File: src/inc/pqmap_cfg.svh
//------------------------------------------------------------------------------
// Purpose: Constants of the priority queue map and event-flag register slice.
// Assumes: Byte-wide register port, one register per printed address.
// Notes:   Definitions only; included by its bare name.
//------------------------------------------------------------------------------
// Functional notes
// - Read-only per-port event flags, reset zero.
// - Read-write per-port event enables, reset disabled.
// - Map eight priority codes onto four queues.
// - Codes 0,1 from low map, reset queue 0.
// - Codes 2,3 from low map, reset queue 1.
// - Codes 4,5 from high map, reset queue 2.
// - Codes 6,7 from high map, reset queue 3.
// - Two-queue mode reduces result by split field.
// - Result 0 low, result 3 high always.
// - Results 1 and 2 follow split bits.
// - Split 00, 10, 11 give documented partitions.
// - Split field resets to binary 10.
`ifndef PQMAP_CFG_SVH
`define PQMAP_CFG_SVH

// ------------------------------------------------------------
// Register addresses
// ------------------------------------------------------------
`define ACL_FLAGS_ADDR 8'h7e
`define ACL_ENABLES_ADDR 8'h7f
`define MAP_LOW_ADDR 8'h80
`define MAP_HIGH_ADDR 8'h81
`define SPLIT_CTRL_ADDR 8'h82

// ------------------------------------------------------------
// Reset values and fixed read-back fields
// ------------------------------------------------------------
`define ACL_FLAGS_RST 5'h00
`define ACL_ENABLES_RST 5'h00
`define MAP_LOW_RST 8'h50
`define MAP_HIGH_RST 8'hfa
`define SPLIT_RST 2'h2
`define SPLIT_RSVD_VAL 6'h08
`define RSVD3_VAL 3'h0
`define RDATA_RST 8'h00
`define QUEUE_RST 2'h0

// ------------------------------------------------------------
// Field positions and queue codes
// ------------------------------------------------------------
`define PORT_MSB 4
`define SPLIT_MSB 7
`define SPLIT_LSB 6
`define Q_LOWEST 2'h0
`define Q_HIGHEST 2'h3
`define Q_ONE 2'h1
`define Q_TWO 2'h2

`endif

File: src/inc/pqmap_pkg.sv
//------------------------------------------------------------------------------
// Purpose: Types shared by the priority queue map design files.
// Assumes: Five switch ports, four egress queues.
// Notes:   Numeric constants live in the configuration header.
//------------------------------------------------------------------------------
package pqmap_pkg;
  // Egress queue number, 3 highest, 0 lowest.
  typedef logic [1:0] queue_type;
  // One bit per switch port.
  typedef logic [4:0] port_vec_type;
  // Register byte and address.
  typedef logic [7:0] byte_type;
  // Frame priority code from the tag.
  typedef logic [2:0] pcp_type;
endpackage

File: src/logic/priority_queue_map_acl_irq.sv
//------------------------------------------------------------------------------
// Purpose: Event flags with enables, and the priority-code queue map.
// Assumes: Byte register port synchronous to CLK_SYS_I; one access a cycle.
// Notes:   Flags clear on read of their register; a new event wins.
//------------------------------------------------------------------------------
`timescale 1ns/1ps
`include "pqmap_cfg.svh"

module priority_queue_map_acl_irq (
  input wire logic CLK_SYS_I,
  input wire logic RST_B_I,
  input wire pqmap_pkg::byte_type REG_ADDR_I,
  input wire logic REG_WR_I,
  input wire logic REG_RD_I,
  input wire pqmap_pkg::byte_type REG_WDATA_I,
  output pqmap_pkg::byte_type REG_RDATA_O,
  input wire pqmap_pkg::port_vec_type ACL_EVENT_I,
  output logic ACL_IRQ_O,
  input wire logic LOOKUP_VALID_I,
  input wire pqmap_pkg::pcp_type PCP_I,
  input wire logic TOS_SEL_I,
  input wire pqmap_pkg::queue_type TOS_RESULT_I,
  input wire logic TWO_QUEUE_MODE_I,
  output logic QUEUE_VALID_O,
  output pqmap_pkg::queue_type QUEUE_O,
  output logic QUEUE_HIGH_O
);
  import pqmap_pkg::*;

  // ------------------------------------------------------------
  // Storage
  // ------------------------------------------------------------
  // Sticky per-port event flags.
  port_vec_type acl_event_flag_bits_r;
  port_vec_type acl_event_flag_bits_nxt;
  // Per-port interrupt enables.
  port_vec_type acl_event_enable_bits_r;
  // Mapping bytes for codes 0-3 and 4-7.
  byte_type map_low_r;
  byte_type map_high_r;
  // Two-queue split field.
  logic [1:0] two_queue_split_r;
  // Registered read data.
  byte_type rdata_r;
  // Per-code queue table unpacked from the map bytes.
  queue_type pcp_queue_sel [8];
  // Four-queue result and its two-queue reduction.
  queue_type four_q_result;
  logic reduced_high;
  // Registered lookup outputs.
  logic queue_valid_r;
  queue_type queue_r;
  logic queue_high_r;

  // Decoded strobes.
  logic wr_enables;
  logic wr_map_low;
  logic wr_map_high;
  logic wr_split;
  logic rd_flags;

  assign wr_enables = REG_WR_I && (REG_ADDR_I == `ACL_ENABLES_ADDR);
  assign wr_map_low = REG_WR_I && (REG_ADDR_I == `MAP_LOW_ADDR);
  assign wr_map_high = REG_WR_I && (REG_ADDR_I == `MAP_HIGH_ADDR);
  assign wr_split = REG_WR_I && (REG_ADDR_I == `SPLIT_CTRL_ADDR);
  assign rd_flags = REG_RD_I && (REG_ADDR_I == `ACL_FLAGS_ADDR);

  // ------------------------------------------------------------
  // Event flags
  // ------------------------------------------------------------
  // Read clears the flags it returned; an event in the same cycle
  // sets again so it is never lost. Writes to the flags are ignored.
  always_comb begin
    acl_event_flag_bits_nxt = acl_event_flag_bits_r;
    if (rd_flags) begin
      acl_event_flag_bits_nxt = `ACL_FLAGS_RST;
    end
    acl_event_flag_bits_nxt = acl_event_flag_bits_nxt | ACL_EVENT_I;
  end

  // Flag register.
  always_ff @(posedge CLK_SYS_I or negedge RST_B_I) begin
    if (!RST_B_I) begin
      acl_event_flag_bits_r <= `ACL_FLAGS_RST;
    end else begin
      acl_event_flag_bits_r <= acl_event_flag_bits_nxt;
    end
  end

  // Enable register, fully writable in its low five bits.
  always_ff @(posedge CLK_SYS_I or negedge RST_B_I) begin
    if (!RST_B_I) begin
      acl_event_enable_bits_r <= `ACL_ENABLES_RST;
    end else if (wr_enables) begin
      acl_event_enable_bits_r <= REG_WDATA_I[`PORT_MSB:0];
    end
  end

  // Interrupt straight from flags and enables, no extra latency.
  assign ACL_IRQ_O = |(acl_event_flag_bits_r & acl_event_enable_bits_r);

  // ------------------------------------------------------------
  // Mapping and split registers
  // ------------------------------------------------------------
  // Low map byte: codes 0,1 reset to queue 0, codes 2,3 to queue 1.
  always_ff @(posedge CLK_SYS_I or negedge RST_B_I) begin
    if (!RST_B_I) begin
      map_low_r <= `MAP_LOW_RST;
    end else if (wr_map_low) begin
      map_low_r <= REG_WDATA_I;
    end
  end

  // High map byte: codes 4,5 reset to queue 2, codes 6,7 to queue 3.
  always_ff @(posedge CLK_SYS_I or negedge RST_B_I) begin
    if (!RST_B_I) begin
      map_high_r <= `MAP_HIGH_RST;
    end else if (wr_map_high) begin
      map_high_r <= REG_WDATA_I;
    end
  end

  // Split field; the value 01 is accepted but has no defined meaning,
  // so the result then is whatever the per-bit decode gives.
  always_ff @(posedge CLK_SYS_I or negedge RST_B_I) begin
    if (!RST_B_I) begin
      two_queue_split_r <= `SPLIT_RST;
    end else if (wr_split) begin
      two_queue_split_r <= REG_WDATA_I[`SPLIT_MSB:`SPLIT_LSB];
    end
  end

  // ------------------------------------------------------------
  // Register read
  // ------------------------------------------------------------
  // Read data appear one cycle after the strobe; unmapped reads give 0.
  always_ff @(posedge CLK_SYS_I or negedge RST_B_I) begin
    if (!RST_B_I) begin
      rdata_r <= `RDATA_RST;
    end else if (REG_RD_I) begin
      unique case (REG_ADDR_I)
        `ACL_FLAGS_ADDR: begin
          rdata_r <= {`RSVD3_VAL, acl_event_flag_bits_r};
        end
        `ACL_ENABLES_ADDR: begin
          rdata_r <= {`RSVD3_VAL, acl_event_enable_bits_r};
        end
        `MAP_LOW_ADDR: rdata_r <= map_low_r;
        `MAP_HIGH_ADDR: rdata_r <= map_high_r;
        `SPLIT_CTRL_ADDR: begin
          rdata_r <= {two_queue_split_r, `SPLIT_RSVD_VAL};
        end
        default: rdata_r <= `RDATA_RST;
      endcase
    end
  end

  assign REG_RDATA_O = rdata_r;

  // ------------------------------------------------------------
  // Priority code lookup
  // ------------------------------------------------------------
  // Each code owns a two-bit field; codes 0-3 sit in the low byte.
  for (genvar g = 0; g < 8; g++) begin : g_pcp
    if (g < 4) begin : g_lo
      assign pcp_queue_sel[g] = map_low_r[2*g+1:2*g];
    end else begin : g_hi
      assign pcp_queue_sel[g] = map_high_r[2*g-7:2*g-8];
    end
  end

  // Either table may supply the four-queue result.
  assign four_q_result = TOS_SEL_I ? TOS_RESULT_I
                                   : pcp_queue_sel[PCP_I];

  two_queue_reduce u_reduce (
    .result_i(four_q_result),
    .two_queue_split_i(two_queue_split_r),
    .high_o(reduced_high)
  );

  // Outputs registered one cycle after the lookup; the high flag only
  // means something in two-queue mode and a lookup made outside it loads 0.
  always_ff @(posedge CLK_SYS_I or negedge RST_B_I) begin
    if (!RST_B_I) begin
      queue_valid_r <= 1'b0;
      queue_r <= `QUEUE_RST;
      queue_high_r <= 1'b0;
    end else begin
      queue_valid_r <= LOOKUP_VALID_I;
      if (LOOKUP_VALID_I) begin
        queue_r <= four_q_result;
        queue_high_r <= TWO_QUEUE_MODE_I && reduced_high;
      end
    end
  end

  assign QUEUE_VALID_O = queue_valid_r;
  assign QUEUE_O = queue_r;
  assign QUEUE_HIGH_O = queue_high_r;

  // ------------------------------------------------------------
  // Assertions
  // ------------------------------------------------------------
  flag_set_a: assert property (
    @(posedge CLK_SYS_I) disable iff (!RST_B_I)
    ACL_EVENT_I[0] |=> acl_event_flag_bits_r[0] ##1
    (acl_event_flag_bits_r[0] || $past(rd_flags)))
    else $error("event flag did not hold after event");

  flag_cause_a: assert property (
    @(posedge CLK_SYS_I) disable iff (!RST_B_I)
    $rose(acl_event_flag_bits_r[1]) |-> $past(ACL_EVENT_I[1]))
    else $error("event flag rose without an event");

  enable_write_a: assert property (
    @(posedge CLK_SYS_I) disable iff (!RST_B_I)
    wr_enables |=> acl_event_enable_bits_r == $past(REG_WDATA_I[4:0]))
    else $error("enable write not stored");

  irq_raise_a: assert property (
    @(posedge CLK_SYS_I) disable iff (!RST_B_I)
    (ACL_EVENT_I[2] && acl_event_enable_bits_r[2] && !wr_enables)
    |=> ACL_IRQ_O)
    else $error("interrupt missing for enabled event");

  pcp_lookup_a: assert property (
    @(posedge CLK_SYS_I) disable iff (!RST_B_I)
    (LOOKUP_VALID_I && !TOS_SEL_I && PCP_I == 3'h7)
    |=> QUEUE_O == $past(map_high_r[7:6]))
    else $error("code 7 queue not from high map top field");

  map_low_write_a: assert property (
    @(posedge CLK_SYS_I) disable iff (!RST_B_I)
    wr_map_low |=> map_low_r == $past(REG_WDATA_I))
    else $error("low map write not stored");

  map_high_write_a: assert property (
    @(posedge CLK_SYS_I) disable iff (!RST_B_I)
    wr_map_high |=> map_high_r == $past(REG_WDATA_I))
    else $error("high map write not stored");

  ends_fixed_a: assert property (
    @(posedge CLK_SYS_I) disable iff (!RST_B_I)
    (LOOKUP_VALID_I && TWO_QUEUE_MODE_I && four_q_result == `Q_HIGHEST)
    |=> QUEUE_HIGH_O)
    else $error("result 3 not sent to high queue");

  split_mid_a: assert property (
    @(posedge CLK_SYS_I) disable iff (!RST_B_I)
    (LOOKUP_VALID_I && TWO_QUEUE_MODE_I && four_q_result == `Q_TWO)
    |=> QUEUE_HIGH_O == $past(two_queue_split_r[1]))
    else $error("result 2 ignored split bit 1");

  four_q_mode_a: assert property (
    @(posedge CLK_SYS_I) disable iff (!RST_B_I)
    (LOOKUP_VALID_I && !TWO_QUEUE_MODE_I) |=> !QUEUE_HIGH_O)
    else $error("high flag set outside two-queue mode");
endmodule // priority_queue_map_acl_irq

File: src/logic/two_queue_reduce.sv
//------------------------------------------------------------------------------
// Purpose: Collapse a four-queue result onto a low/high queue choice.
// Assumes: Split value 01 is never programmed by software.
// Notes:   Purely combinational; the caller registers the answer.
//------------------------------------------------------------------------------
`timescale 1ns/1ps
`include "pqmap_cfg.svh"

module two_queue_reduce (
  input wire pqmap_pkg::queue_type result_i,
  input wire logic [1:0] two_queue_split_i,
  output logic high_o
);
  import pqmap_pkg::*;

  // ------------------------------------------------------------
  // Reduction
  // ------------------------------------------------------------
  // Ends are fixed; middle results follow one split bit each. The
  // unsupported split 01 simply falls out of the per-bit decode.
  always_comb begin
    unique case (result_i)
      `Q_LOWEST: high_o = 1'b0;
      `Q_ONE: high_o = two_queue_split_i[0];
      `Q_TWO: high_o = two_queue_split_i[1];
      `Q_HIGHEST: high_o = 1'b1;
    endcase
  end
endmodule // two_queue_reduce

File: config.mk
export PLATFORM = sky130hd
export DESIGN_NAME = priority_queue_map_acl_irq
export DESIGN_NICKNAME = d
export VERILOG_FILES = /design/src/inc/pqmap_pkg.sv /design/src/logic/priority_queue_map_acl_irq.sv /design/src/logic/two_queue_reduce.sv
export VERILOG_INCLUDE_DIRS = /design/src /design/src/inc
export SDC_FILE = /design/constraint.sdc
export NUM_CORES = 1
export LEC_CHECK = 0
export BUFFER_PORTS_ARGS = -buffer_cell sky130_fd_sc_hd__buf_2
export CAP_MARGIN = 0
export CELL_PAD_IN_SITES_DETAIL_PLACEMENT = 0
export CELL_PAD_IN_SITES_GLOBAL_PLACEMENT = 2
export CORE_MARGIN = 2
export CORE_UTILIZATION = 37
export DETAILED_ROUTE_END_ITERATION = 10
export PLACE_DENSITY = 0.82
export SLEW_MARGIN = 20
export SYNTH_ARGS = -nofsm -noshare
export SYNTH_HDL_FRONTEND = slang
export SYNTH_HIERARCHICAL = 1
export SYNTH_SLANG_ARGS = --single-unit
File: constraint.sdc
create_clock -name CLK_SYS_I -period 3.8 [get_ports CLK_SYS_I]
set_clock_uncertainty 0.1 [all_clocks]
set_input_delay 0.19 -clock CLK_SYS_I [delete_from_list [all_inputs] [get_ports CLK_SYS_I]]
set_output_delay 0.19 -clock CLK_SYS_I [all_outputs]
set_load 0.01 [all_outputs]
==> impl_summary.log <==
[metrics] run status: complete, no violations
[metrics] slowest CP cell: dfstp_2
[metrics] first-pass GRT wire length: 7650 um
[metrics] startpoint-to-endpoint class of the critical path: register to register
[metrics] Bufs on Longest Clock Path: 2
[metrics] power density over the cells: approximately 350 mW/mm2
[metrics] logic gate share of total power: 0.117
[metrics] antenna violations before repair: 0
[metrics] Post-synth EDFFs: 0
[metrics] Sw Pwr: 0.000200 W
[metrics] number of nets in the synthesized netlist: 194
[metrics] Layout Cells excl Fill: 285
[metrics] design internal power: 0.000640 W
[metrics] Final setup violation count: 0
[metrics] Crit. Startpoint: map_low_r[4]
[metrics] H-Tree Depth: 2
[metrics] post-synth cell types: 33
[metrics] placeable core area: 0.00517 mm2
[metrics] DRC errors left: 0
[metrics] final critical-path share of the clock period: 0.515
[metrics] area delta synth->final: 21.5%
[metrics] detailed router's first-iteration violation count: approximately 120
[metrics] layout filler cell count: between 400 and 500
[metrics] worst setup slack after placement: 1590 ps
[metrics] number of buffers inserted by post-CTS setup repair: 0
[metrics] Clk pin slew, worst setup/hold paths: ~80 ps
[metrics] fraction of post-synthesis cell area in the top cell type by area: 0.388
[metrics] kind of path behind the tightest hold check: input pin to register
[metrics] GR Util met2: 0.272
[metrics] largest vdd supply drop: about 0.16 mV
[metrics] met1 layer usage reported by global route: 0.208
[metrics] min Tclk post-route: slightly below 2000 ps
[metrics] row cnt: 26
[metrics] total track usage: 0.165
[metrics] worst hold path cell count: 2
[metrics] largest cells by area after synthesis: dfrtp_1, mux2_2, dfstp_2
[metrics] switching portion of total power: 0.238
[metrics] worst slew pin tran: 885 ps
[metrics] number of buffers created by CTS: 5
[metrics] Async S/R FF share, synth: 1.00
[metrics] residual antenna-violating net count after detailed routing: 0
[metrics] ordered list of cells on the worst path: mux2i_1 > mux4_2 > or2_2 > nand2_1 > a21oi_1 > nor2_1 > nand3_1 > o21ai_0
[metrics] Initial Utilization: 0.386
[metrics] relative slew slack: 0.410
[metrics] cell taking the most area after synthesis: dfrtp_1
[metrics] flip-flop and latch count after synthesis: 40
[metrics] predominant post-synthesis flop cell: dfrtp_1
[metrics] Die Wd: between 70 and 80 um
[metrics] busiest metal layer after global routing: met2
[metrics] critical path startpoint category: register
[metrics] accumulated negative setup slack: 0 ps
[metrics] via count of the first global-routing pass: 1558
[metrics] TritonCTS clock tree: built
[metrics] clock latency at the later pin of the worst-skew pair: 290 ps
[metrics] final worst slack: between 1500 and 2000 ps
[metrics] clock tree root buffer cell: clkbuf_8
[metrics] number of synthesis warnings: 6
[metrics] Clock power frac: 0.343
[metrics] reg2reg start: map_low_r[4]
[metrics] # Max-Cap Violations: 0
[metrics] startpoint of the tightest hold check path: REG_WDATA_I[5]
[metrics] number of nets in the layout: 247
[metrics] Req. time, crit path: 3900 ps
[metrics] reg-to-reg slack, setup: 1840 ps
[metrics] syn_area_per_cell: 12.4 um2
[metrics] unrepaired setup endpoints after global routing: false
[metrics] Routability Congestion: 0.847
[metrics] number of top-level pins: 46
[metrics] sum of net half-perimeters after detailed placement: between 3000 and 4000 um
[metrics] area post-placement: 0.00227 mm2
[metrics] cell types with the highest counts after synthesis: dfrtp_1, mux2_2, mux2i_1
[metrics] Via-to-Cell Ratio: around 5.2
[metrics] Peak Freq: 511 MHz
[metrics] maximum net fanout on the critical path: 3
[metrics] count of buffer and inverter cells on the critical path: 0
[metrics] average routed wire per standard cell: 16.5 um
[metrics] synthesized area: ~0.002 mm2
[metrics] Gate Count Post-Synth: 161
[metrics] share of synthesized area occupied by flip-flops and latches: 0.507
[metrics] met3 track demand over resource: 0.0395
[metrics] number of cells in the design after placement: 270
[metrics] post-layout instance area: 0.00243 mm2
[metrics] worst r2r path cells: 8
[metrics] capture instance of the worst register-to-register path: QUEUE_HIGH_O
[metrics] Crit path max-delay family: flip-flops
[metrics] wire length after detailed routing: ~4700 um
[metrics] y dimension of the die: 77.5 um
[metrics] Pre-antenna DRT Iters: 4
[metrics] maximum number of pins on one net before global-route repair: 41
[metrics] Data arrival, critical path: slightly above 2000 ps
[metrics] DR vias: 1483
[metrics] CP max stage delay: 550 ps
[metrics] Worst Hold Endpoint: map_low_r[5]
[metrics] total congestion overflow: 0
[metrics] reported leakage power: approximately 1.1 nW
[metrics] Max Transition Viols Final: 0
[metrics] Critical Path End Type: register
[metrics] Hold Vio Cnt, Final: 0
[metrics] number of antenna diodes: 0
[metrics] number of sinks handled by clock tree synthesis: 40
[metrics] number of port buffers: 45
[metrics] die area: 0.00600 mm2
[metrics] share of post-route cells with drive strength above 1: 0.465
[metrics] share of power burned in registers: 0.540
[state kept, by name, indices dropped and copies added (netlist names)]
name and cells:
map_low_r 8, two_queue_split_r 2, REG_RDATA_O 8, QUEUE_VALID_O 1
QUEUE_O 2, QUEUE_HIGH_O 1, map_high_r 8, acl_event_enable_bits_r 5
acl_event_flag_bits_r 5
[routing by layer]
metal / vias up / part of all wire
li1: 705 / -
met1: 723 / 0.43
met2: 47 / 0.50
met3: 8 / 0.050
met4: 0 / 0.020
met5: - / 0
[power by group through the flow]
stage,registers (W),logic (W),clock network (W)
6_report,0.000454,0.0000982,0.000288
5_1_grt,0.000456,0.000108,0.000319
4_1_cts,0.000454,0.0000993,0.000300
3_5_place_dp,0.000462,0.0000935,0
3_3_place_gp,0.000461,0.0000907,0
2_1_floorplan,0.000460,0.0000473,0
[per-stage QoR]
step	power [W]	utilization	hold slack [ps]
2_1_floorplan	0.000508	-	-206
3_3_place_gp	0.000552	0.439	240
3_5_place_dp	0.000556	0.439	263
4_1_cts	0.000853	0.470	34.6
5_1_grt	0.000884	0.470	32.8
6_report	0.000840	0.470	41.3
[placed cells by master, fill, tap and decap left out, types with 6 or more instances in the layout]
cell,n
buf_2,45
dfrtp_1,31
mux2_2,31
mux2i_1,12
nor2_1,11
dfstp_2,9
nand2_1,7
dlygate4sd3_1,7
a22oi_1,6
clkbuf_8,6
[how the worst max path moves through the flow]
| stage | endpoint | depth (start not counted) |
|---|---|---|
| 2_1_floorplan | map_low_r[0] | 5 |
| 3_3_place_gp | map_low_r[7] | 5 |
| 3_5_place_dp | map_low_r[7] | 5 |
| 4_1_cts | QUEUE_HIGH_O | 8 |
| 5_1_grt | QUEUE_HIGH_O | 8 |
| 6_report | QUEUE_HIGH_O | 8 |
[cell families after synthesis]
group | after synthesis | share of synthesized area
and+or+nand+nor | 36 | 0.0996
DFF | 40 | 0.507
buffers and inverters | 11 | 0.0307
AOI/OAI and AO/OA | 29 | 0.106
muxes | 45 | 0.257
[cell type report]
class / count / area, um2 / share of cell area
Sequential cell: 40 / 1010 / 0.417
Timing Repair Buffer: 52 / 295 / 0.122
Inverter: 5 / 18.8 / 0.00773
Tap cell: 70 / 87.6 / 0.0361
Multi-Input combinational cell: 110 / 925 / 0.381
Clock buffer: 8 / 90.1 / 0.0371
[timing repair]
action	in CTS	in global routing
resized for setup	0	0
hold buffers	7	0
hold endpoints to repair	37	0
Power figures use the tool's default switching activity.
